## config.mk

```make
export PLATFORM = sky130hd
export DESIGN_NAME = fclr_top
export DESIGN_NICKNAME = d
export VERILOG_FILES = /design/src/logic/fclr_pkg.sv /design/src/logic/fclr_top.sv
export SDC_FILE = /design/constraint.sdc
export NUM_CORES = 1
export LEC_CHECK = 0
export ABC_AREA = 1
export BUFFER_PORTS_ARGS = -buffer_cell sky130_fd_sc_hd__buf_2
export CAP_MARGIN = 10
export CORE_ASPECT_RATIO = 1.75
export CORE_MARGIN = 10
export CORE_UTILIZATION = 60
export CTS_BUF_LIST = sky130_fd_sc_hd__clkbuf_4 sky130_fd_sc_hd__clkbuf_8 sky130_fd_sc_hd__clkbuf_16
export DETAILED_ROUTE_END_ITERATION = 10
export PLACE_DENSITY = 0.81
export SYNTH_ARGS = -nofsm -noshare
export SYNTH_HDL_FRONTEND = slang
export SYNTH_SLANG_ARGS = --single-unit
```

## constraint.sdc

```tcl
create_clock -name core_clk -period 7.2 [get_ports core_clk]
set_clock_uncertainty 0.15 [all_clocks]
set_input_delay 2.16 -clock core_clk [delete_from_list [all_inputs] [get_ports core_clk]]
set_output_delay 2.16 -clock core_clk [all_outputs]
set_load 0.02 [all_outputs]
```

## src/logic/fclr_pkg.sv

```systemverilog
// Constants, register map and state layout of the fan control limit bank
package fclr_pkg;

	localparam int NCH    = 3;
	localparam int BANK_N = 13;

	// Printed offsets are register indices; byte address is four times the index
	localparam logic [6:0] IDX_PWM1_MIN_DUTY       = 7'h64;
	localparam logic [6:0] IDX_PWM2_MIN_DUTY       = 7'h65;
	localparam logic [6:0] IDX_PWM3_MIN_DUTY       = 7'h66;
	localparam logic [6:0] IDX_REMOTE1_START_TEMP  = 7'h67;
	localparam logic [6:0] IDX_LOCAL_START_TEMP    = 7'h68;
	localparam logic [6:0] IDX_REMOTE2_START_TEMP  = 7'h69;
	localparam logic [6:0] IDX_REMOTE1_CRIT_LIMIT  = 7'h6A;
	localparam logic [6:0] IDX_LOCAL_CRIT_LIMIT    = 7'h6B;
	localparam logic [6:0] IDX_REMOTE2_CRIT_LIMIT  = 7'h6C;
	localparam logic [6:0] IDX_R1_LOCAL_HYSTERESIS = 7'h6D;
	localparam logic [6:0] IDX_REMOTE2_HYSTERESIS  = 7'h6E;
	localparam logic [6:0] IDX_PIN_TREE_TEST_EN    = 7'h6F;
	localparam logic [6:0] IDX_REMOTE1_TEMP_OFFSET = 7'h70;
	localparam logic [6:0] IDX_CTRL                = 7'h40;
	localparam logic [6:0] IDX_IRQ_STATUS          = 7'h41;
	localparam logic [6:0] IDX_IRQ_MASK            = 7'h42;

	// Slots of the bank storage, counted from the first index
	localparam int SLOT_MIN_DUTY = 0;
	localparam int SLOT_START    = 3;
	localparam int SLOT_CRIT     = 6;
	localparam int SLOT_HYST_A   = 9;
	localparam int SLOT_HYST_B   = 10;
	localparam int SLOT_TEST     = 11;
	localparam int SLOT_OFFSET   = 12;

	// Power-on values, slot 12 down to slot 0
	localparam logic [BANK_N-1:0][7:0] BANK_RESET = {
		8'h00, 8'h00, 8'h40, 8'h44,
		8'h64, 8'h64, 8'h64,
		8'h5A, 8'h5A, 8'h5A,
		8'h80, 8'h80, 8'h80
	};

	localparam logic [7:0] DUTY_FULL     = 8'hFF;
	localparam logic [7:0] DUTY_OFF      = 8'h00;
	localparam logic [7:0] CRIT_DISABLE  = 8'h80;
	localparam logic [7:0] TEST_EN_MASK  = 8'h01;
	localparam int         TEST_EN_BIT   = 0;
	localparam int         HYST_W        = 4;
	localparam int         HYST_LO_LSB   = 0;
	localparam int         HYST_HI_LSB   = 4;
	localparam int         TEMP_W        = 10;
	localparam int         CALC_W        = 12;

	// Control register bits
	localparam int CTRL_AUTO      = 0;
	localparam int CTRL_LOCK      = 1;
	localparam int CTRL_OFS_RANGE = 2;
	localparam int CTRL_ALARM_OUT = 3;
	localparam int CTRL_W         = 4;

	// Interrupt status and mask bits
	localparam int IRQ_FS0   = 0;
	localparam int IRQ_ALARM = 3;
	localparam int IRQ_EXT   = 4;
	localparam int IRQ_W     = 5;

	typedef struct packed {
		logic [BANK_N-1:0][7:0] bank;
		logic [CTRL_W-1:0]      ctrl;
		logic [IRQ_W-1:0]       status;
		logic [IRQ_W-1:0]       mask;
		logic [NCH-1:0]         fan_on;
		logic [NCH-1:0]         fail_safe;
		logic [NCH-1:0][7:0]    duty;
		logic                   alarm_oe;
		logic [2:0]             pin_sync;
		logic [31:0]            rdata;
	} fclr_state_s;

endpackage

```

## src/logic/fclr_top.sv

```systemverilog
// Fan control limit register bank with fail-safe and fan loop thresholds
//
// The APB slave port is this design's own decision.
`timescale 1ns/100ps
// How it works
// Each minimum-duty byte maps linearly onto its fan's lowest PWM duty, 0x00 off to 0xFF full.
// While the automatic fan loop is on, writes to the minimum-duty bytes are dropped.
// All three minimum-duty bytes come out of reset at 0x80, half duty.
// Above its start temperature a channel's fan runs at minimum duty and ramps up with temperature.
// With the lock bit set, start, limit, hysteresis, test and offset bytes ignore writes.
// Any channel above its critical limit forces every PWM output to full duty.
// A critical limit of 0x80 disables the fail-safe for that channel.
// Fail-safe full duty holds until the temperature drops below limit minus hysteresis.
// With the alarm pin set as output, a quarter degree over a limit drives it low.
// The first hysteresis byte carries local in bits 3:0 and remote 1 in bits 7:4.
// Below start temperature the fan stays at minimum duty until start minus hysteresis.
// Software should keep hysteresis at four degrees or more to avoid fan cycling.
// Bit 0 of the test enable byte switches the pin tree test mode on and off.
// Software leaves bits 7:1 of the test enable byte alone; they read as zero.
// The remote 1 offset is added to every remote 1 reading, step chosen by a range bit.
// Every byte of the bank is read and written one byte at a time at its own address.
module fclr_top
	import fclr_pkg::*;
#(
	parameter int DUTY_STEP = 8
) (
	input  wire logic              core_clk,
	input  wire logic              resetn,
	input  wire logic              ce,
	input  wire logic [11:0]       paddr,
	input  wire logic              psel,
	input  wire logic              penable,
	input  wire logic              pwrite,
	input  wire logic [31:0]       pwdata,
	input  wire logic [3:0]        pstrb,
	output logic      [31:0]       prdata,
	output logic                   pready,
	output logic                   pslverr,
	input  wire logic [TEMP_W-1:0] remote1_temp,
	input  wire logic [TEMP_W-1:0] local_temp,
	input  wire logic [TEMP_W-1:0] remote2_temp,
	output logic      [7:0]        pwm1_duty,
	output logic      [7:0]        pwm2_duty,
	output logic      [7:0]        pwm3_duty,
	input  wire logic              thermal_alarm_pin_i,
	output logic                   thermal_alarm_pin_o,
	output logic                   thermal_alarm_pin_oe,
	output logic                   pin_tree_test_on,
	output logic                   irq
);

	// min duty at half
	localparam fclr_state_s STATE_RESET = '{bank: BANK_RESET, default: '0};

	fclr_state_s s_q;
	fclr_state_s s_d;

	logic [NCH-1:0][TEMP_W-1:0] temp_raw;
	logic [NCH-1:0][CALC_W-1:0] ofs_add;
	logic [NCH-1:0][HYST_W-1:0] hyst;
	logic [NCH-1:0]             fan_set;
	logic [NCH-1:0]             fan_clr;
	logic [NCH-1:0]             fs_set;
	logic [NCH-1:0]             fs_clr;
	logic [NCH-1:0][7:0]        duty_auto;
	logic                       acc;
	logic                       setup;
	logic                       wr;
	logic                       addr_ok;
	logic [6:0]                 idx;
	logic                       in_bank;
	logic [6:0]                 slot_w;
	logic                       mapped;
	logic [31:0]                rd_val;

	assign temp_raw[0] = remote1_temp;
	assign temp_raw[1] = local_temp;
	assign temp_raw[2] = remote2_temp;

	// hysteresis nibble placement
	assign hyst[0] = s_q.bank[SLOT_HYST_A][HYST_HI_LSB +: HYST_W];
	assign hyst[1] = s_q.bank[SLOT_HYST_A][HYST_LO_LSB +: HYST_W];
	assign hyst[2] = s_q.bank[SLOT_HYST_B][HYST_HI_LSB +: HYST_W];

	// remote 1 offset, half or whole degree steps
	assign ofs_add[0] = s_q.ctrl[CTRL_OFS_RANGE] ?
		{{2{s_q.bank[SLOT_OFFSET][7]}}, s_q.bank[SLOT_OFFSET], 2'b00} :
		{{3{s_q.bank[SLOT_OFFSET][7]}}, s_q.bank[SLOT_OFFSET], 1'b0};
	assign ofs_add[1] = '0;
	assign ofs_add[2] = '0;

	// Per channel thresholds, all in signed quarter degrees
	genvar c;
	generate
		for (c = 0; c < NCH; c++) begin : g_ch
			logic signed [CALC_W-1:0] sum;
			logic signed [CALC_W-1:0] t;
			logic signed [CALC_W-1:0] start4;
			logic signed [CALC_W-1:0] crit4;
			logic signed [CALC_W-1:0] hy4;
			logic signed [CALC_W-1:0] excess;
			logic        [15:0]       ramp;
			logic        [7:0]        min_duty;
			logic        [7:0]        lim;

			assign min_duty = s_q.bank[SLOT_MIN_DUTY + c];
			assign lim      = s_q.bank[SLOT_CRIT + c];
			assign sum      = $signed({2'b00, temp_raw[c]}) + $signed(ofs_add[c]);
			// Corrected reading clipped to the input range
			assign t        = sum[CALC_W-1] ? '0 :
				(sum > $signed({2'b00, {TEMP_W{1'b1}}})) ? $signed({2'b00, {TEMP_W{1'b1}}}) : sum;
			assign start4   = $signed({2'b00, s_q.bank[SLOT_START + c], 2'b00});
			assign crit4    = $signed({2'b00, lim, 2'b00});
			assign hy4      = $signed({{(CALC_W-HYST_W-2){1'b0}}, hyst[c], 2'b00});
			// start and stop points of the fan
			assign fan_set[c] = t > start4;
			assign fan_clr[c] = t < (start4 - hy4);
			// limit value that disables the fail-safe
			assign fs_set[c]  = (lim != CRIT_DISABLE) && (t > crit4);
			// release point below the limit
			assign fs_clr[c]  = (lim == CRIT_DISABLE) || (t < (crit4 - hy4));
			assign excess     = t - start4;
			// ramp above start temperature
			assign ramp       = 16'(min_duty) +
				(excess[CALC_W-1] ? 16'h0000 : 16'(excess[CALC_W-1:2]) * 16'(DUTY_STEP));
			assign duty_auto[c] = (ramp > 16'(DUTY_FULL)) ? DUTY_FULL : ramp[7:0];
		end
	endgenerate

	// APB decode
	assign setup   = psel & ~penable;
	assign acc     = psel & penable;
	assign idx     = paddr[8:2];
	assign addr_ok = (paddr[1:0] == 2'b00) && (paddr[11:9] == 3'b000);
	assign in_bank = (idx >= IDX_PWM1_MIN_DUTY) && (idx <= IDX_REMOTE1_TEMP_OFFSET);
	assign slot_w  = idx - IDX_PWM1_MIN_DUTY;
	assign mapped  = addr_ok && (in_bank || idx == IDX_CTRL || idx == IDX_IRQ_STATUS || idx == IDX_IRQ_MASK);
	// byte wide access, only byte lane 0 writes
	assign wr      = acc & pwrite & pstrb[0] & mapped;

	always_comb begin
		rd_val = '0;
		if (mapped) begin
			if (in_bank) begin
				rd_val[7:0] = s_q.bank[slot_w];
			end else if (idx == IDX_CTRL) begin
				rd_val[CTRL_W-1:0] = s_q.ctrl;
			end else if (idx == IDX_IRQ_STATUS) begin
				rd_val[IRQ_W-1:0] = s_q.status;
			end else begin
				rd_val[IRQ_W-1:0] = s_q.mask;
			end
		end
	end

	always_comb begin
		logic [IRQ_W-1:0] ev;
		logic [IRQ_W-1:0] clr;
		ev  = '0;
		clr = '0;
		s_d = s_q;

		if (setup) begin
			s_d.rdata = rd_val;
		end

		if (wr && in_bank) begin
			if (slot_w < 7'(SLOT_START)) begin
				// min duty frozen under automatic loop
				if (!s_q.ctrl[CTRL_AUTO]) begin
					s_d.bank[slot_w] = pwdata[7:0];
				end
			end else if (!s_q.ctrl[CTRL_LOCK]) begin
				// lock blocks the limit bytes
				if (slot_w == 7'(SLOT_TEST)) begin
					// reserved test bits kept at zero
					s_d.bank[slot_w] = pwdata[7:0] & TEST_EN_MASK;
				end else begin
					s_d.bank[slot_w] = pwdata[7:0];
				end
			end
		end
		if (wr && idx == IDX_CTRL) begin
			s_d.ctrl = pwdata[CTRL_W-1:0];
			s_d.ctrl[CTRL_LOCK] = s_q.ctrl[CTRL_LOCK] | pwdata[CTRL_LOCK];
		end
		if (wr && idx == IDX_IRQ_MASK) begin
			s_d.mask = pwdata[IRQ_W-1:0];
		end
		if (wr && idx == IDX_IRQ_STATUS) begin
			clr = pwdata[IRQ_W-1:0];
		end

		for (int i = 0; i < NCH; i++) begin
			// fan on with hysteresis
			if (s_q.fan_on[i]) begin
				s_d.fan_on[i] = ~fan_clr[i];
			end else begin
				s_d.fan_on[i] = fan_set[i];
			end
			// fail-safe entry and hold
			if (s_q.fail_safe[i]) begin
				s_d.fail_safe[i] = ~fs_clr[i];
			end else begin
				s_d.fail_safe[i] = fs_set[i];
			end
			ev[IRQ_FS0 + i] = s_d.fail_safe[i] & ~s_q.fail_safe[i];
		end

		for (int i = 0; i < NCH; i++) begin
			if (|s_d.fail_safe) begin
				// all outputs to full duty
				s_d.duty[i] = DUTY_FULL;
			end else if (!s_q.ctrl[CTRL_AUTO]) begin
				// duty taken straight from the byte
				s_d.duty[i] = s_q.bank[SLOT_MIN_DUTY + i];
			end else if (s_d.fan_on[i]) begin
				// minimum duty plus ramp
				s_d.duty[i] = fan_set[i] ? duty_auto[i] : s_q.bank[SLOT_MIN_DUTY + i];
			end else begin
				s_d.duty[i] = DUTY_OFF;
			end
		end

		// alarm pin driven low when over a limit
		s_d.alarm_oe = s_q.ctrl[CTRL_ALARM_OUT] & (|fs_set);
		ev[IRQ_ALARM] = s_d.alarm_oe & ~s_q.alarm_oe;

		// Pin synchroniser and falling edge while pin is an input
		s_d.pin_sync = {s_q.pin_sync[1:0], thermal_alarm_pin_i};
		ev[IRQ_EXT] = ~s_q.ctrl[CTRL_ALARM_OUT] & s_q.pin_sync[2] & ~s_q.pin_sync[1];

		// Set wins over a same cycle clear
		s_d.status = (s_q.status & ~clr) | ev;
	end

	always_ff @(posedge core_clk or negedge resetn) begin
		if (!resetn) begin
			s_q <= STATE_RESET;
		end else if (ce) begin
			s_q <= s_d;
		end
	end

	assign prdata               = s_q.rdata;
	assign pready               = 1'b1;
	assign pslverr              = acc & ~mapped;
	assign pwm1_duty            = s_q.duty[0];
	assign pwm2_duty            = s_q.duty[1];
	assign pwm3_duty            = s_q.duty[2];
	assign thermal_alarm_pin_o  = 1'b0;
	assign thermal_alarm_pin_oe = s_q.alarm_oe;
	// test mode follows bit 0
	assign pin_tree_test_on     = s_q.bank[SLOT_TEST][TEST_EN_BIT];
	assign irq                  = |(s_q.status & s_q.mask);

	property p_min_duty_locked_auto;
		@(posedge core_clk) disable iff (!resetn)
		ce && wr && in_bank && slot_w < 7'(SLOT_START) && s_q.ctrl[CTRL_AUTO]
		|=> s_q.bank[SLOT_START-1:SLOT_MIN_DUTY] == $past(s_q.bank[SLOT_START-1:SLOT_MIN_DUTY]);
	endproperty
	a_min_duty_locked_auto: assert property (p_min_duty_locked_auto) else $error("min duty changed under auto loop");

	property p_min_duty_reset;
		@(posedge core_clk) disable iff (!resetn)
		!$past(resetn) |-> s_q.bank[SLOT_MIN_DUTY] == 8'h80 && s_q.bank[SLOT_MIN_DUTY + 2] == 8'h80;
	endproperty
	a_min_duty_reset: assert property (p_min_duty_reset) else $error("min duty not half after reset");

	property p_lock_blocks;
		@(posedge core_clk) disable iff (!resetn)
		ce && wr && in_bank && slot_w >= 7'(SLOT_START) && s_q.ctrl[CTRL_LOCK]
		|=> s_q.bank[BANK_N-1:SLOT_START] == $past(s_q.bank[BANK_N-1:SLOT_START]);
	endproperty
	a_lock_blocks: assert property (p_lock_blocks) else $error("locked limit was written");

	property p_fail_safe_full;
		@(posedge core_clk) disable iff (!resetn)
		ce && (|fs_set) |=> pwm1_duty == DUTY_FULL && pwm2_duty == DUTY_FULL && pwm3_duty == DUTY_FULL;
	endproperty
	a_fail_safe_full: assert property (p_fail_safe_full) else $error("fail-safe did not force full duty");

	property p_crit_disable;
		@(posedge core_clk) disable iff (!resetn)
		ce && s_q.bank[SLOT_CRIT + 1] == CRIT_DISABLE |=> !s_q.fail_safe[1];
	endproperty
	a_crit_disable: assert property (p_crit_disable) else $error("disabled limit raised fail-safe");

	property p_fail_safe_hold;
		@(posedge core_clk) disable iff (!resetn)
		ce && s_q.fail_safe[1] && !fs_clr[1] |=> s_q.fail_safe[1] && pwm2_duty == DUTY_FULL;
	endproperty
	a_fail_safe_hold: assert property (p_fail_safe_hold) else $error("fail-safe released early");

	property p_alarm_pin;
		@(posedge core_clk) disable iff (!resetn)
		ce && s_q.ctrl[CTRL_ALARM_OUT] && (|fs_set) |=> thermal_alarm_pin_oe && !thermal_alarm_pin_o;
	endproperty
	a_alarm_pin: assert property (p_alarm_pin) else $error("alarm pin not driven low");

	property p_fan_hold;
		@(posedge core_clk) disable iff (!resetn)
		s_q.fan_on[2] && !fan_clr[2] |=> s_q.fan_on[2];
	endproperty
	a_fan_hold: assert property (p_fan_hold) else $error("fan stopped inside hysteresis");

	property p_test_mode;
		@(posedge core_clk) disable iff (!resetn)
		ce && wr && in_bank && slot_w == 7'(SLOT_TEST) && !s_q.ctrl[CTRL_LOCK]
		|=> pin_tree_test_on == $past(pwdata[TEST_EN_BIT]) && s_q.bank[SLOT_TEST][7:1] == 7'h00;
	endproperty
	a_test_mode: assert property (p_test_mode) else $error("test mode bit not taken");

	property p_manual_duty;
		@(posedge core_clk) disable iff (!resetn)
		ce && !s_q.ctrl[CTRL_AUTO] && !(|s_d.fail_safe) |=> pwm3_duty == $past(s_q.bank[SLOT_MIN_DUTY + 2]);
	endproperty
	a_manual_duty: assert property (p_manual_duty) else $error("manual duty not from min duty byte");

endmodule

```

==> results of run 1 <==
==> final cells by class <==
| cell class | count | area [um2] | share of cell area, % |
|---|---|---|---|
| Multi-Input combinational cell | 1305 | 7970 | 54.2 |
| Sequential cell | 160 | 4040 | 27.5 |
| Inverter | 285 | 1080 | 7.33 |
| Timing Repair Buffer | 107 | 577 | 3.92 |
| Clock buffer | 19 | 453 | 3.08 |
| Tap cell | 300 | 375 | 2.55 |
| Clock inverter | 13 | 209 | 1.42 |
==> report_power, final <==
group | leakage (uW) | total [uW] | switching, uW | internal (uW)
sequential | 0.00186 | 942 | 16.9 | 925
combinational | 0.00543 | 390 | 274 | 116
clock | 0.000316 | 1010 | 374 | 634
total | 0.00760 | 2340 | 665 | 1670
==> routing by layer <==
metal | part of all wire [%] | track usage [%]
met1 | 35 | 30.5
met2 | 49 | 50.4
met3 | 6.8 | 4.79
met4 | 9.1 | 24.9
met5 | 0 | 0
==> cells in the final DEF (no fill, tap or decap), drive strengths merged, types with 12 or more instances in the layout <==
cell type  Yosys  routed
nand4         19      19
or2           16      16
a31oi         12      12
a21oi        107     107
ha           146     146
o22ai         47      47
a32oi         16      16
nand2        324     324
a211oi        12      12
nand3         73      73
inv          283     284
o21ai        150     150
nor3          32      32
buf           74     107
clkbuf        33      19
xor2          47      47
nor2         183     183
fa            13      13
dfrtp        133     133
dfstp         27      27
conb           2      26
xnor2         14      14
==> path summary, 6_finish.rpt <==
check	depth (start not counted)	slack, ns	end	start
setup / recovery	30	0.50	pwm1_duty[5]	remote1_temp[1]
hold / removal	1	0.33	s_q[75]	s_d[34]
setup reg to reg	30	1.49	pwm1_duty[5]	s_q[78]
hold reg to reg	1	0.33	s_q[75]	s_d[34]
max in group asynchronous	2	3.95	g_ch[1].hy4[4]	resetn
min in group asynchronous	1	1.71	pwm2_duty[3]	resetn
==> worst max-delay path, delay by kind of cell <==
kind	cells	cell delay, ns
adders and majority gates	5	1.59
AOI/OAI and AO/OA	7	1.35
and+or+nand+nor	11	1.09
buffers and inverters	7	0.67
==> cells by family after synthesis <==
logic type | after synthesis | synth area share, %
xor+xnor | 61 | 3.91
other cells | 2 | 0.0550
flops | 160 | 29.6
fa+ha+maj | 159 | 15.3
simple gates | 664 | 21.2
mux | 1 | 0.0825
buf+inv | 392 | 12.8
compound gates | 394 | 17.1
==> flip-flops by register name, summed over array words and instances, names as in the netlist, 2 cells and up, named ones only <==
name / cells
s_q: 38
g_ch.lim: 21
g_ch.min_duty: 21
g_ch.start4: 21
g_ch.hy4: 11
prdata: 8
pwm1_duty: 8
pwm2_duty: 8
pwm3_duty: 8
s_d: 2
==> through the flow <==
step	total power, uW	hold WS (ns)	setup WS (ns)	cells	util (%)
final	2340	0.334	0.500	2189	65.2
after CTS	2330	0.334	0.431	2189	65.1
after global placement	1330	0.310	0.117	2157	62.2
after global routing	2420	0.350	0.0433	2189	65.2
after detailed placement	1340	0.323	-0.00365	2157	62.2
after floorplan	1230	0.292	0.759	1857	-
==> timing repair <==
| item | in CTS | in global routing |
|---|---|---|
| resized for setup | 0 | 2 |
| endpoints found under the setup margin | 0 | 8 |
| hold endpoints to repair | 0 | 0 |
==> results by stage, run 1 <==
Setup path:
- For this design, the slowest cell found on the critical path is fa_1.
- The critical path in this run is classified as in -> reg.
- The worst endpoint data arrival time is 6.87 ns.
- The most used cell along the critical path is inv_1.
- STA classifies the critical path endpoint as a register.
- The critical path's largest stage delay is 0.41 ns.
- The maximum net fanout on the critical path is 6.
- The critical path required time is 7.37 ns.
- The worst setup path is launched from an input port.

Final layout:
- The cell area after layout is 14700 um2.
- The post-synthesis to final-layout area growth is 7.67%.
- The count of antenna diodes in the layout is 0.
- The number of nets in the layout is 2120.
- The layout has 1981 filler cells.
- The share of cells above drive strength 1 is 11.8%.

Drt:
- The number of vias per cell is 5.89.
- The routed length per instance is 19.8 um.
- The remaining design rule violation count is 0.
- Wires add up to 43.2 mm.
- The first routing iteration left 951 violations.
- For this run, the detailed router's first-pass iteration total came to 7.
- The count of vias placed by the detailed router is 12904.
- Once detail routing completed, the nets flagged for antenna violations numbered 0.

Floorplan:
- The area inside the core boundary is 22600 um2.
- The number of standard-cell rows in the floorplan is 73.
- The die extent in x is 134 um.
- The initial cell density of the core is 60.5%.
- The vertical die dimension is 220 um.
- Pin placement for this block handled 147 I/O pins.
- The die covers 29400 um2.

Placed design:
- The instance area after placement is 14000 um2.
- Once detailed placement completed, the half-perimeter wirelength came to 34.0 mm.
- The placer's final routability congestion estimate is 1.06.
- Buffers placed on the I/O ports in this run total 93.

GRT:
- The global routing usage summed across all routing layers is 29.3%.
- Entering global routing, the biggest net connects 117 pins.
- The first global-routing pass estimated 67.6 mm of wire.
- The via count of the first global-routing pass is 13002.
- The remaining global-route overflow is 0.
- The initial antenna violation count came to 0.

Yosys:
- The number of synthesized register bits is 160.
- The proportion of netlist area held by the largest area contributor is 24.4%.
- The top cell type by total area after synthesis is dfrtp_1.
- In the post-synthesis netlist, the biggest area contributors are dfrtp_1 (24%), ha_1 (13%), nand2_1 (8.8%).
- By count the netlist is led by nand2_1 (319), inv_1 (279), nor2_1 (178), ha_1 (146), dfrtp_1 (133).
- Yosys mapped a number of flops with a built-in enable equal to 0.
- The cell count after synthesis came out at 1833.
- Summing every instance area after synthesis gives 13700 um2.
- Among all cell types in the netlist, the one instantiated most often is nand2_1.
- Yosys mapped the design onto 62 distinct sky130hd cell types.
- The number of warning messages in the yosys log is 0.
- For this run, the register share of the synthesized area comes to 29.6%.
- Each instance of the synthesized netlist takes up on average 7.45 um2.
- The top flip-flop cell by instance count after synthesis is dfrtp_1.
- The proportion of synthesized flip-flops having asynchronous set or reset is 100%.

Pwr:
- In this run the static leakage power is 0.00760 uW.
- The worst voltage drop across the vdd grid is 0.000187 V.
- For this design the ratio of total power to cell area is 159 nW/um2.

Clock tree:
- The TritonCTS clock tree is done.
- Clock-pin slew was measured on the worst setup and hold paths at 0.06 ns.
- The count of buffers added by post-CTS timing repair for setup is 0.
- The hold buffer count at cts is 0.
- The number of buffers added by the clock tree synthesis step is 17.
- The number of buffers between clock root and the deepest sink is 2.
- The H-tree generated during clock tree synthesis spans 4 levels.
- CTS saw 160 sinks.
- The library cell used as clock root buffer is clkbuf_16.
- The clock insertion delay at the later pin of the skew report is 0.44 ns.

STA:
- The total count of hold-check failures in the final report is 0.
- The worst slew margin relative to its limit is 30.0%.
- The number of pins with negative max-slew slack in the final report is 0.
- Setup repair after global routing left no endpoint under its margin.
- At the pin with the least slew margin, the transition time is 1.05 ns.
- The clock period minus worst slack is 6.70 ns.
- The peak clock frequency supported by timing is 0.149 GHz.
- The total negative slack is 0 ns.
- The number of setup violations in the final report is 0.
- The post-route fraction of the period consumed by the critical path is 93.1%.

Outcome:
- The run finished with clean final reports.

Job:
- Max-cap violations in this run came to 0.

Worst hold path:
- The path class of the tightest hold or removal check is reg -> reg.
Power figures use the tool's default switching activity.
==> inputs of run 2 (changes only) <==
- GPL_TIMING_DRIVEN: default -> 0
- REMOVE_ABC_BUFFERS: default -> 1
==> results by stage, run 2 (synthesized netlist as in run 1, its figures left out) <==
Outcome:
- The flow ran to the end, and the final reports show no timing, DRC or antenna violations.

Final layout:
- The multi-input combinational cells in the finished layout cover a total of 8010 um2.
- The count of antenna diodes in the layout is 0.
- Registers take 4040 um2.
- The layout has 2035 filler cells.
- The flip-flop count of the largest register after layout is 38.
- The number of nets in the layout is 2107.
- The share of cells above drive strength 1 is 11.4%.
- The most common library cell in the layout ignoring fill and taps is nand2_1.
- The area growth from synthesis to layout is 7.21%.
- Leaving out fill and tap cells, the most frequent cells in the layout are nand2_1 (319), inv_1 (279), nor2_1 (178).
- The register containing the most flip-flops in the final layout is s_q.

Worst hold path:
- In this run the worst hold path is classified as reg -> reg.
- The worst hold path passes through 2 cells.

Setup path:
- In this design, the stage delay of the slowest critical-path cell is 0.50 ns.
- The number of cells on the worst reg-to-reg path is 31.
- The critical path required time is 7.38 ns.
- Among the stages of the critical path, the cell type that occurs most often is inv_1.
- The critical setup path kind is in -> reg.
- The maximum net fanout on the critical path is 7.
- STA classifies the critical path endpoint as a register.
- The worst endpoint data arrival time is 6.93 ns.
- The slowest stage of the critical path is the a21oi_1 cell.
- The critical path launch point type is an input port.

Floorplan:
- The initial cell density of the core is 60.5%.
- The vertical die dimension is 220 um.
- The top-level port count is 147.
- After floorplanning, the core was divided into 73 placement rows.
- The die extent in x is 134 um.
- The area enclosed by the die boundary is 29400 um2.
- After floorplanning, the core was sized to cover 22600 um2.

Drt:
- The routed length per instance is 19.5 um.
- The remaining design rule violation count is 0.
- The final route contains 12846 vias.
- The first routing iteration left 1164 violations.
- For this block, the routed nets add up to 42.4 mm of wire.
- The final antenna-violating net count is 0.
- The pre-antenna-repair detailed-routing pass consisted of 6 iterations.
- Using the TritonRoute via totals, the vias-per-cell ratio works out to 5.90.

Clock tree:
- In this run the post-CTS setup repair buffer count came out at 0.
- The library cell used as clock root buffer is clkbuf_16.
- The clock net in this run drives a total of 160 sinks.
- After clock tree synthesis, the clock-pin slew on the worst setup and hold paths is 0.06 ns.
- The number of buffers between clock root and the deepest sink is 2.
- TritonCTS built the clock tree.
- At the later pin of the worst-skew pair, clock insertion delay measures 0.44 ns.
- The number of buffers added by the clock tree synthesis step is 17.
- In this run the number of H-tree levels came out at 4.

Placed design:
- The number of port buffers is 93.
- The worst slack at placement is -0.240 ns.
- The placer's final routability congestion estimate is 1.02.
- The HPWL reported at the end of detailed placement is 33.7 mm.

Pwr:
- Per report_power, the combinational group accounts for 16.7% of the total.
- The portion of total power attributed to sequential cells is 40.8%.
- The power density normalized to cell area is 157 nW/um2.
- The net switching power of the design is 672 uW.
- The worst voltage drop across the vdd grid is 0.000136 V.
- In this run switching power makes up 29.1% of total power.
- The internal power of the cells is 1630 uW.
- The clock group share of total power is 42.6%.
- The analysis attributes to cell leakage a power of 0.00754 uW.

GRT:
- The first global-routing pass estimated 66.6 mm of wire.
- The remaining global-route overflow is 0.
- Entering global routing, the biggest net connects 87 pins.
- The via count of the first global-routing pass is 12914.
- The initial antenna violation count came to 0.
- The global routing usage summed across all routing layers is 28.8%.

STA:
- The number of pins with negative max-slew slack in the final report is 0.
- The total count of hold-check failures in the final report is 0.
- The least setup slack across all paths after layout is 0.451 ns.
- The number of setup violations in the final report is 0.
- The actual transition at the worst max-transition pin is 1.05 ns.
- The post-route fraction of the period consumed by the critical path is 93.7%.
- The worst slew margin relative to its limit is 29.5%.
- Static timing analysis puts the maximum clock frequency at 0.148 GHz.
- The worst-case hold slack is 0.340 ns.
- Subtracting the final worst setup slack from the clock period gives 6.75 ns.

Job:
- The tool flagged a number of max-cap violations equal to 0.
-- run 2: cell types whose count changed in the layout (fill, tap and decap cells not counted) --
cell / change
inv_6: +1
nor2_4: +1
a21oi_2: +2
clkbuf_8: +3
nor2_2: -1
buf_4: -14
buf_16: +1
bufinv_16: -2
clkinv_2: -2
a21oi_4: +2
a21oi_1: -4
-- run 2: worst paths after layout --
check	from	to	slack [ns]
setup reg to reg	s_q[78]	pwm1_duty[5]	1.39
min in group asynchronous	resetn	pwm2_duty[7]	1.62
setup / recovery	remote1_temp[1]	pwm1_duty[5]	0.45
hold / removal	pwm2_duty[0]	pwm2_duty[0]	0.34
hold reg to reg	pwm2_duty[0]	pwm2_duty[0]	0.34
max in group asynchronous	resetn	g_ch[0].lim[2]	4.39
-- run 2: metal layers --
layer	vias up	wire length, um	track usage [%]
met4	0	3860	24.1
li1	6082	-	-
met1	6009	14700	29.5
met2	564	20900	49.9
met3	191	2890	5.52
met5	-	0	0
-- run 2: final cells by class --
| class | instances | area share [%] |
|---|---|---|
| Multi-Input combinational cell | 1305 | 54.7 |
| Sequential cell | 160 | 27.6 |
| Inverter | 285 | 7.36 |
| Timing Repair Buffer | 94 | 3.41 |
| Clock buffer | 22 | 3.38 |
| Tap cell | 300 | 2.56 |
| Clock inverter | 10 | 1.01 |
-- run 2: per-stage QoR --
step                      std cells  instance area (um2)  power (uW)  utilization [%]  TNS (ns)
after CTS                      2176                14600        2290             64.7         0
after detailed placement       2144                14000        1330             61.8     -1.61
after floorplan                1750                13100        1180                -         0
after global placement         2143                13900        1320             61.7    -0.576
final                          2176                14600        2310             64.9         0
after global routing           2176                14600        2380             64.9   -0.0367
-- run 2: power by group through the flow --
stage | clock network, uW | registers [uW] | logic (uW)
floorplan | 0 | 976 | 200
global placement | 0 | 955 | 364
detailed placement | 0 | 955 | 375
CTS | 975 | 940 | 377
global route | 1010 | 943 | 424
finish | 981 | 940 | 384
-- run 2: worst max-delay path, delay by kind of cell --
family,cells,cell delay [ns]
AOI/OAI and AO/OA,8,1.57
adders and majority gates,4,1.33
and+or+nand+nor,11,1.06
buffers and inverters,8,0.78
-- run 2: what timing repair did --
| action | CTS | global route |
|---|---|---|
| hold buffers | 0 | 0 |
| hold endpoints to repair | 0 | 0 |
| endpoints found under the setup margin | 0 | 9 |
| gates resized for setup | 0 | 9 |
